==> src/rtl/pii_map.svh <==
// Constants for the priority interrupt intake: codes, field positions, resets
`ifndef PII_MAP_SVH
`define PII_MAP_SVH

// ----------------------------------------------------------------------------
// Reset values
// ----------------------------------------------------------------------------
`define PII_PRIO_RST 16'h0000
`define PII_ENC_IDLE 4'hf
`define PII_CODE_RST 12'h000

// ----------------------------------------------------------------------------
// Event codes
// ----------------------------------------------------------------------------
`define PII_CODE_LVL_BASE 12'h200
`define PII_CODE_PORT_LO 12'h700
`define PII_CODE_PORT_HI 12'h720
`define PII_CODE_DMAC 12'h800
`define PII_CODE_IRDA 12'h880
`define PII_CODE_SCIF 12'h900
`define PII_CODE_ADC 12'h980
`define PII_CODE_TMU0 12'h400
`define PII_CODE_TMU1 12'h420
`define PII_CODE_TMU2 12'h440
`define PII_CODE_RTC 12'h480
`define PII_CODE_SCI 12'h4e0
`define PII_CODE_WDT 12'h560
`define PII_CODE_REF 12'h580

// ----------------------------------------------------------------------------
// Priority field positions (low bit of each 4-bit field)
// ----------------------------------------------------------------------------
`define PII_LSB_TMU0 12
`define PII_LSB_TMU1 8
`define PII_LSB_TMU2 4
`define PII_LSB_RTC 0
`define PII_LSB_WDT 12
`define PII_LSB_REF 8
`define PII_LSB_SCI 4
`define PII_LSB_PORT_LO 12
`define PII_LSB_PORT_HI 8
`define PII_LSB_DMAC 12
`define PII_LSB_IRDA 8
`define PII_LSB_SCIF 4
`define PII_LSB_ADC 0

// ----------------------------------------------------------------------------
// Timing
// ----------------------------------------------------------------------------
`define PII_STABLE_SAMPLES 2

`endif

==> src/rtl/pii_pkg.sv <==
// Types for the priority interrupt intake
package pii_pkg;

  // Sources in default ranking order, first is served first on a tie
  typedef enum logic [3:0] {
    PII_SRC_ENC,
    PII_SRC_PORT_LO,
    PII_SRC_PORT_HI,
    PII_SRC_DMAC,
    PII_SRC_IRDA,
    PII_SRC_SCIF,
    PII_SRC_ADC,
    PII_SRC_TMU0,
    PII_SRC_TMU1,
    PII_SRC_TMU2,
    PII_SRC_RTC,
    PII_SRC_SCI,
    PII_SRC_WDT,
    PII_SRC_REF
  } pii_src_t;

  typedef struct packed {
    logic [3:0] last;
    logic [3:0] accepted;
  } pii_filt_t;

  typedef struct packed {
    logic [3:0] enc_s1;
    logic [3:0] enc_s2;
    logic [15:0] port_s1;
    logic [15:0] port_s2;
    logic rtc_s1;
    logic rtc_s2;
    logic rtc_prev;
    logic rtcon_s1;
    logic rtcon_s2;
    logic [15:0] prio_a;
    logic [15:0] prio_b;
    logic [15:0] prio_d;
    logic [15:0] prio_e;
    logic req;
    logic [3:0] level;
    pii_src_t src;
    logic [11:0] prim;
    logic [11:0] sec;
    logic wake;
  } pii_state_t;

endpackage

==> src/rtl/pii_top.sv <==
// Priority interrupt intake: ranks request sources for the processor core
`timescale 1ns/1ps
`include "pii_map.svh"

// Operation
// - Encoded pins decode inversely: 0000 is level 15, 1111 is no request.
// - Encoded request level comes straight from the pin pattern.
// - Pattern must match on two consecutive samples before it is accepted.
// - In standby the filter samples on the 32.768 kHz RTC clock.
// - Without the RTC oscillator, encoded requests are ignored in standby.
// - Acceptance never changes the processor's four-bit mask field.
// - Port inputs are level sensed, one priority per group of eight.
// - Each peripheral module has its own 0-15 priority field.
// - Accepted source is reported through the event code registers.
// - Every source but the encoded pins has its own distinct secondary event code.
// - Reset clears every programmable priority to zero.
// - Ties on level go to the fixed default ranking order.
// - Timer and RTC wake standby only above the mask with RTC running.
// - Priority zero masks a source.
// - Grouped sources: primary code by level, secondary code by source.
module pii_top
  import pii_pkg::*;
(
  // Clock and reset
  input wire logic clk_i,
  input wire logic nrst_i,
  // Request sources
  input wire logic [3:0] encoded_level_request_pins_n_i,
  input wire logic [15:0] port_request_inputs_i,
  input wire logic [10:0] periph_req_i,
  // Priority settings, loaded together
  input wire logic prio_load_i,
  input wire logic [15:0] priority_setting_a_i,
  input wire logic [15:0] priority_setting_b_i,
  input wire logic [15:0] priority_setting_d_i,
  input wire logic [15:0] priority_setting_e_i,
  // Processor side
  input wire logic [3:0] cpu_interrupt_mask_field_i,
  input wire logic cpu_ack_i,
  input wire logic standby_i,
  // RTC oscillator
  input wire logic rtc_clk_i,
  input wire logic rtc_osc_on_i,
  // Outputs
  output logic irq_req_o,
  output logic [3:0] irq_level_o,
  output logic [11:0] primary_event_code_reg_o,
  output logic [11:0] secondary_event_code_reg_o,
  output logic wake_o
);

  // --------------------------------------------------------------------------
  // Code and priority lookup
  // --------------------------------------------------------------------------
  function automatic logic [11:0] lvl_code(input logic [3:0] lvl);
    lvl_code = `PII_CODE_LVL_BASE + {3'h0, ~lvl, 5'h00};
  endfunction

  function automatic logic [11:0] src_code(input pii_src_t s,
                                           input logic [3:0] lvl);
    case (s)
      PII_SRC_PORT_LO: src_code = `PII_CODE_PORT_LO;
      PII_SRC_PORT_HI: src_code = `PII_CODE_PORT_HI;
      PII_SRC_DMAC: src_code = `PII_CODE_DMAC;
      PII_SRC_IRDA: src_code = `PII_CODE_IRDA;
      PII_SRC_SCIF: src_code = `PII_CODE_SCIF;
      PII_SRC_ADC: src_code = `PII_CODE_ADC;
      PII_SRC_TMU0: src_code = `PII_CODE_TMU0;
      PII_SRC_TMU1: src_code = `PII_CODE_TMU1;
      PII_SRC_TMU2: src_code = `PII_CODE_TMU2;
      PII_SRC_RTC: src_code = `PII_CODE_RTC;
      PII_SRC_SCI: src_code = `PII_CODE_SCI;
      PII_SRC_WDT: src_code = `PII_CODE_WDT;
      PII_SRC_REF: src_code = `PII_CODE_REF;
      default: src_code = lvl_code(lvl);
    endcase
  endfunction

  pii_state_t st_q, st_d;
  logic [3:0] enc_acc;
  logic [3:0] enc_lvl;
  logic rtc_edge;
  logic tick;
  logic [3:0] lvl [14];
  logic [13:0] pend;
  logic [3:0] best_lvl;
  pii_src_t best_src;

  // --------------------------------------------------------------------------
  // Encoded request filter
  // --------------------------------------------------------------------------
  // RTC clock is only sampled; it is far slower than the system clock
  assign rtc_edge = st_q.rtc_s2 && !st_q.rtc_prev;
  // Standby samples on RTC edges, and not at all with the oscillator off
  assign tick = standby_i ? (rtc_edge && st_q.rtcon_s2) : 1'b1;

  pii_filter u_filter (
    .clk_i(clk_i),
    .nrst_i(nrst_i),
    .sample_i(tick),
    .pins_i(st_q.enc_s2),
    .accepted_o(enc_acc)
  );

  // Level is the inverted pattern held in the filter's accepted register
  assign enc_lvl = (standby_i && !st_q.rtcon_s2) ? 4'h0 : ~enc_acc;

  // --------------------------------------------------------------------------
  // Per-source levels
  // --------------------------------------------------------------------------
  always_comb begin
    lvl[PII_SRC_ENC] = enc_lvl;
    // One level per group of eight port inputs
    lvl[PII_SRC_PORT_LO] = st_q.prio_d[`PII_LSB_PORT_LO +: 4];
    lvl[PII_SRC_PORT_HI] = st_q.prio_d[`PII_LSB_PORT_HI +: 4];
    // Own field per peripheral module
    lvl[PII_SRC_DMAC] = st_q.prio_e[`PII_LSB_DMAC +: 4];
    lvl[PII_SRC_IRDA] = st_q.prio_e[`PII_LSB_IRDA +: 4];
    lvl[PII_SRC_SCIF] = st_q.prio_e[`PII_LSB_SCIF +: 4];
    lvl[PII_SRC_ADC] = st_q.prio_e[`PII_LSB_ADC +: 4];
    lvl[PII_SRC_TMU0] = st_q.prio_a[`PII_LSB_TMU0 +: 4];
    lvl[PII_SRC_TMU1] = st_q.prio_a[`PII_LSB_TMU1 +: 4];
    lvl[PII_SRC_TMU2] = st_q.prio_a[`PII_LSB_TMU2 +: 4];
    lvl[PII_SRC_RTC] = st_q.prio_a[`PII_LSB_RTC +: 4];
    lvl[PII_SRC_SCI] = st_q.prio_b[`PII_LSB_SCI +: 4];
    lvl[PII_SRC_WDT] = st_q.prio_b[`PII_LSB_WDT +: 4];
    lvl[PII_SRC_REF] = st_q.prio_b[`PII_LSB_REF +: 4];
  end

  // Port inputs are levels, no latching
  assign pend = {periph_req_i,
                 |st_q.port_s2[15:8],
                 |st_q.port_s2[7:0],
                 1'b1};

  // --------------------------------------------------------------------------
  // Ranking
  // --------------------------------------------------------------------------
  always_comb begin
    best_lvl = 4'h0;
    best_src = PII_SRC_ENC;
    // Strict compare keeps the earliest source on a tie
    for (int i = 0; i < 14; i++) begin
      if (pend[i] && lvl[i] > best_lvl) begin
        best_lvl = lvl[i];
        best_src = pii_src_t'(i[3:0]);
      end
    end
  end

  // --------------------------------------------------------------------------
  // State update
  // --------------------------------------------------------------------------
  always_comb begin
    st_d = st_q;
    st_d.enc_s1 = encoded_level_request_pins_n_i;
    st_d.enc_s2 = st_q.enc_s1;
    st_d.port_s1 = port_request_inputs_i;
    st_d.port_s2 = st_q.port_s1;
    st_d.rtc_s1 = rtc_clk_i;
    st_d.rtc_s2 = st_q.rtc_s1;
    st_d.rtc_prev = st_q.rtc_s2;
    st_d.rtcon_s1 = rtc_osc_on_i;
    st_d.rtcon_s2 = st_q.rtcon_s1;
    if (prio_load_i) begin
      st_d.prio_a = priority_setting_a_i;
      st_d.prio_b = priority_setting_b_i;
      st_d.prio_d = priority_setting_d_i;
      st_d.prio_e = priority_setting_e_i;
    end
    // Mask is only read here, never driven
    st_d.req = best_lvl > cpu_interrupt_mask_field_i;
    st_d.level = best_lvl;
    st_d.src = best_src;
    // Codes of what the core was shown when it accepted
    if (cpu_ack_i && st_q.req) begin
      st_d.sec = src_code(st_q.src, st_q.level);
      st_d.prim = (st_q.src < PII_SRC_TMU0) ?
                  lvl_code(st_q.level) : st_d.sec;
    end
    // Only encoded, timer and RTC sources may wake
    st_d.wake = standby_i && st_q.rtcon_s2 && st_d.req &&
                (best_src == PII_SRC_ENC ||
                 (best_src >= PII_SRC_TMU0 && best_src <= PII_SRC_RTC));
  end

  always_ff @(posedge clk_i or negedge nrst_i) begin
    if (!nrst_i) begin
      st_q <= '0;
      st_q.enc_s1 <= `PII_ENC_IDLE;
      st_q.enc_s2 <= `PII_ENC_IDLE;
      st_q.prio_a <= `PII_PRIO_RST;
      st_q.prio_b <= `PII_PRIO_RST;
      st_q.prio_d <= `PII_PRIO_RST;
      st_q.prio_e <= `PII_PRIO_RST;
      st_q.prim <= `PII_CODE_RST;
      st_q.sec <= `PII_CODE_RST;
    end else begin
      st_q <= st_d;
    end
  end

  assign irq_req_o = st_q.req;
  assign irq_level_o = st_q.level;
  assign primary_event_code_reg_o = st_q.prim;
  assign secondary_event_code_reg_o = st_q.sec;
  assign wake_o = st_q.wake;
endmodule

==> src/rtl/pii_filter.sv <==
// Two-sample noise filter for the encoded level request pins
`timescale 1ns/1ps
`include "pii_map.svh"

module pii_filter
  import pii_pkg::*;
(
  // Clock and reset
  input wire logic clk_i,
  input wire logic nrst_i,
  // Sampling
  input wire logic sample_i,
  input wire logic [3:0] pins_i,
  // Accepted pattern
  output logic [3:0] accepted_o
);

  pii_filt_t st_q, st_d;

  always_comb begin
    st_d = st_q;
    if (sample_i) begin
      st_d.last = pins_i;
      // Same pattern on two consecutive samples before it counts
      if (pins_i == st_q.last) begin
        st_d.accepted = pins_i;
      end
    end
  end

  always_ff @(posedge clk_i or negedge nrst_i) begin
    if (!nrst_i) begin
      st_q.last <= `PII_ENC_IDLE;
      st_q.accepted <= `PII_ENC_IDLE;
    end else begin
      st_q <= st_d;
    end
  end

  assign accepted_o = st_q.accepted;

endmodule

==> config.mk <==
export PLATFORM = sky130hd
export DESIGN_NAME = pii_top
export DESIGN_NICKNAME = d
export VERILOG_FILES = /design/src/rtl/pii_pkg.sv /design/src/rtl/pii_top.sv /design/src/rtl/pii_filter.sv
export VERILOG_INCLUDE_DIRS = /design/src /design/src/rtl
export SDC_FILE = /design/constraint.sdc
export NUM_CORES = 1
export LEC_CHECK = 0
export BUFFER_PORTS_ARGS = -buffer_cell sky130_fd_sc_hd__buf_4
export CORE_AREA = 2 2 178 180
export DETAILED_ROUTE_END_ITERATION = 16
export DIE_AREA = 0 0 180 182
export HOLD_SLACK_MARGIN = 0.08
export PLACE_DENSITY = 0.48
export RECOVER_POWER = 100
export SLEW_MARGIN = 30
export SYNTH_ARGS = -nofsm -noshare
export SYNTH_HDL_FRONTEND = slang
export SYNTH_SLANG_ARGS = --single-unit
==> constraint.sdc <==
create_clock -name clk_i -period 19.8 [get_ports clk_i]
set_clock_uncertainty 0.05 [all_clocks]
set_input_delay 2.97 -clock clk_i [delete_from_list [all_inputs] [get_ports clk_i]]
set_output_delay 2.97 -clock clk_i [all_outputs]
set_load 0.01 [all_outputs]
## Word level (Yosys, flattened, before mapping)

Cells that the tools add are included.

| cells by class | value |
|---|---|
| add/sub/neg operators | 1 |
| order comparisons | 18 |
| eq/ne operators | 14 |
| multiplexer cells | 31 |
| bitwise gates (word level) | 2 |
| reductions and logical operators | 28 |

Operators with widths:

| operator | number |
|---|---|
| one-hot mux 12 bit (13 select lines) | 1 |
| two-way mux 4 bit | 27 |
| greater-than comparator 4 bit | 14 |
| equality test 4 bit, second input constant | 6 |
| logical AND 1 bit | 21 |
| equality test 4 x 3 -> 1 bit, second input constant | 4 |
| OR reduction 8 bit | 2 |
| two-way mux 12 bit | 1 |
| adder 10 x 9 -> 11 bit, first input constant | 1 |
| equality test 4 x 2 -> 1 bit, second input constant | 2 |
| inverter 4 bit | 2 |
| equality test 4 x 1 -> 1 bit, second input constant | 1 |
| equality test 4 bit | 1 |
| >= comparator 4 x 3 -> 1 bit, second input constant | 1 |
| greater-than comparator 4 x 1 -> 1 bit, second input constant | 1 |
| less-or-equal comparator 4 bit, second input constant | 1 |
| logical NOT 4 bit | 1 |
| less-than comparator 4 x 3 -> 1 bit, second input constant | 1 |
| logical NOT 1 bit | 2 |
| two-way mux 1 bit | 2 |
| AND reduction 2 bit | 1 |
| logical OR 1 bit | 1 |

| word-level totals | value |
|---|---|
| register bits after elaboration | 151 |
| output and inout port bits | 30 |
| logic and storage cells | 115 |

## Logic depth before layout (Yosys ltp)

| depth | value |
|---|---|
| depth in word-level cells | 48 |
| gate-level depth with buffers | 123 |
| mapped depth without buffers | 120 |

## Cells and area by module

From an unflattened synthesis, not the netlist that was laid out.

| unflattened totals | value |
|---|---|
| cell total of the unflattened synthesis | 796 |
| area, all modules | 7925.1 sq um |

By module, submodules not included:

| module | instances | cells each | area an instance (sq um) | sequential area each (sq um) |
|---|---|---|---|---|
| pii_top | 1 | 766 | 7523.5 | 3037.9 |
| pii_filter | 1 | 30 | 401.6 | 210.2 |

## Least setup slack after synthesis

Ideal clock, no wire load.

| timing path | value |
|---|---|
| kind | input -> register |
| from | input standby_i |
| to | register st_q (netlist bit wake_o) |
| library setup time | 94 ps |
| arrival | 23623 ps |
| data required time | 19656 ps |
| setup slack | -3967 ps |
| stages | 109 |
| buffers on the path | 3 |
| cells stage by stage | nor2b_1 -> or2_2 -> ha_1 -> nor2b_1 -> o211ai_1 -> a221oi_4 -> mux2_2 -> ha_1 -> nor2b_1 -> o22ai_1 -> a21oi_1 -> mux2i_1 -> nand2_1 -> o21a_1 -> buf_4 -> mux2i_1 -> inv_1 -> ha_1 -> [... 73 more ...] -> and2_1 -> nand2_1 -> mux2i_1 -> ha_1 -> nor2b_1 -> o21a_1 -> o21a_1 -> o211a_1 -> or4_1 -> o221a_2 -> ha_1 -> nor2b_1 -> o21ai_0 -> nand2b_1 -> a21oi_1 -> a41oi_1 -> nand4_1 -> a211oi_1 |

RTL lines:

| what | RTL line | RTL |
|---|---|---|
| start, declared | pii_top.sv:40 | `input wire logic standby_i,` |
| end signal, assigned | pii_top.sv:199 | `st_q <= st_d;` |
| end, declared | pii_top.sv:79 | `pii_state_t st_q, st_d;` |

==> results.ini <==
[timing]
fin_crit_sh_pct=113
setup_violations=10
fin_crit_ns=22.38
whs_ns=0.294
fin_ws_ns=-2.58
slew_headroom_pct=-144
worstMarginPinSlew_ns=3.66
hold_viol=0
max_freq_mhz=44.7
slew_viol_final=211
rsz0062_at_grt=true

[worst_setup_path]
timing.rr.start=st_q[98]$_DFF_PN0_
r2r_end=wake_o$_DFF_PN0_
crit_required_ns=20.09
cp_max_fo=6
regToRegSetupSlack_ns=-0.27
endpoint_kind=flop
r2r_cells=119
crit_slowest_cell=or4_1
arrival_ns=22.68
cp-start-kind=input port
max_stage_delay_ns=0.42
critPathKind=input port to flop
crit_top_cell=buf_4

[floorplan]
die-area_um2=32800
die_x_um=180
ios=136
die_y_um=182
start_util_pct=24.5
core_um2=31000
rows=65

[routing]
drtIter0Drc=323
vias=6687
routed_wl_um=22000
routed_via_density=4.47
ant_nets=0
wl_per_cell_um=14.7
drc=0
first_pass_iters=5

[final_layout]
antenna_cells=0
num-fill-cells=3067
area_growth_pct=51.7
fin_area_um2=11500
fin_nets=1231
multiInputGateArea_um2=4560
postLayoutCoreUtil_pct=37.1
drive_gt1_share_pct=48.1
seqCellArea_um2=3250

[hold_path]
holdPathEnd=st_q[98]$_DFF_PN0_
holdPathStages=0
hold_path.class=flop to flop
min_from=st_d[98]$_DFF_PN0_

[grt]
grt_max_degree=77
grt_pass1_wl_um=34600
grt_usage_pct=13.4
antenna_found_initial=0
grt_overflow_total=0
grt_pass1_vias=6729

[clocking]
clock_path_buffers=2
clk_pin_slew_worst_paths_ns=0.06
root_buffer=clkbuf_16
htreeDepth=4
cts_tree=built
numCtsBuffers=17
numClockSinks=129
insertion_delay_ns=0.43

[run]
drv_cap=4

[yosys]
synth_cells=781
seq_area_frac_synth_pct=42.8
yosysUniqueCellTypes=79
ys_ff_latch=129
syn_area_per_cell_um2=9.71
yosysWarnings=0
syn-cell-area_um2=7590
synth-edff-count=0
yosys_most_used_dff=dfrtp_1
synthArstFlopShare_pct=100

[place]
numPortBuffers=113
placed_cell_area_um2=9850
gp_congestion=0.815
dp_slack_ns=-3.61
hpwlAfterDp_um=15300

[outcome]
violations=capacitance limit, slew limit, setup timing
outcome=finished, violations left

-- routing by layer --
| metal | up-vias | global-route usage [%] | routed length [µm] |
|---|---|---|---|
| met5 | - | 0 | 0 |
| met3 | 16 | 2.27 | 618 |
| met2 | 109 | 23.6 | 11300 |
| met4 | 0 | 4.55 | 289 |
| li1 | 3360 | - | - |
| met1 | 3202 | 16.4 | 9850 |
-- synth_stat cells (8+ instances only) --
| master | number | area [µm²] |
|---|---|---|
| a21o_1 | 14 | 105 |
| a21oi_1 | 37 | 185 |
| a31oi_1 | 8 | 50.1 |
| buf_4 | 29 | 218 |
| clkbuf_1 | 20 | 75.1 |
| dfrtp_1 | 113 | 2830 |
| dfstp_2 | 16 | 420 |
| ha_1 | 45 | 563 |
| inv_1 | 68 | 255 |
| mux2_2 | 52 | 586 |
| mux2i_1 | 15 | 150 |
| nand2_1 | 86 | 323 |
| nand3_1 | 20 | 100 |
| nor2_1 | 33 | 124 |
| nor2b_1 | 9 | 56.3 |
| o211ai_1 | 8 | 60.1 |
| o21ai_0 | 69 | 345 |
-- critical path: cells and delay by family --
kind	cells	cell delay (ns)
compound gates	42	7.07
buf+inv	34	3.72
fa+ha+maj	14	3.23
mux	11	3.05
simple gates	19	2.56
-- per-stage QoR --
stage               setup TNS, ns  std cells
floorplan                  -15.69        790
global placement           -21.88       1369
detailed placement         -25.60       1369
CTS                        -11.85       1472
global route               -27.14       1495
finish                     -17.46       1495
-- flip-flops by register name (all words and copies together), names as in the netlist --
name / count
lvl: 52
st_q: 26
st_d: 23
primary_event_code_reg_o: 7
secondary_event_code_reg_o: 7
irq_level_o: 4
u_filter.accepted_o: 4
u_filter.st_q: 4
irq_req_o: 1
wake_o: 1
-- cell usage in the layout, fill, tap and decap left out, drive strengths merged, types with 6 or more instances in the layout --
cell / netlist / layout
nand3: 20 / 20
o211ai: 8 / 8
nor2b: 9 / 9
nor2: 34 / 34
clkbuf: 20 / 66
buf: 32 / 276
ha: 45 / 45
or2: 6 / 6
nand2: 86 / 86
nor3: 8 / 8
nor4: 6 / 6
mux2: 54 / 54
inv: 68 / 73
dfrtp: 113 / 113
mux2i: 16 / 16
and3: 7 / 7
o21ai: 73 / 73
a21o: 14 / 14
a31oi: 8 / 8
xnor2: 6 / 6
conb: 1 / 10
a21oi: 37 / 37
dfstp: 16 / 16
o31ai: 6 / 6
-- final cells by class --
| type | instances | area share (%) |
|---|---|---|
| tap | 402 | 4.37 |
| timing repair buffer | 323 | 20.5 |
| inverter | 69 | 2.32 |
| clock inverter | 13 | 1.12 |
| clock buffer | 19 | 3.85 |
| multi-input combinational | 540 | 39.6 |
| sequential | 129 | 28.2 |
-- cell families (layout without fill, tap and decap cells) --
kind of cell / count (synthesis) / in the layout / share of synthesized area [%]
multiplexers: 70 / 70 / 10.2
buffers and inverters: 121 / 424 / 7.44
other: 1 / 10 / 0.0494
AO/OA/AOI/OAI: 203 / 203 / 18.0
AND/OR/NAND/NOR: 198 / 198 / 12.4
flip-flops: 129 / 129 / 42.8
XOR/XNOR: 11 / 11 / 1.27
adder cells (fa/ha/maj): 48 / 48 / 7.82
-- what timing repair did --
action,4_1_cts,5_1_grt
pin swaps,42,38
resized for setup,60,42
gates cloned,0,0
hold buffers,0,0
setup endpoints to repair,10,10
buffers inserted,71,23
-- worst max path at each step --
stage / from / to / slack, ns / cells after the start
floorplan: standby_i / wake_o$_DFF_PN0_ / -2.54 / 113
global placement: standby_i / wake_o$_DFF_PN0_ / -3.18 / 109
detailed placement: standby_i / wake_o$_DFF_PN0_ / -3.61 / 113
CTS: standby_i / wake_o$_DFF_PN0_ / -2.22 / 108
global route: standby_i / wake_o$_DFF_PN0_ / -3.66 / 113
finish: standby_i / wake_o$_DFF_PN0_ / -2.58 / 120
Power is left out: the tool's default activity adds up to more than one toggle a clock period on the data nets, which glitch-free logic cannot reach.
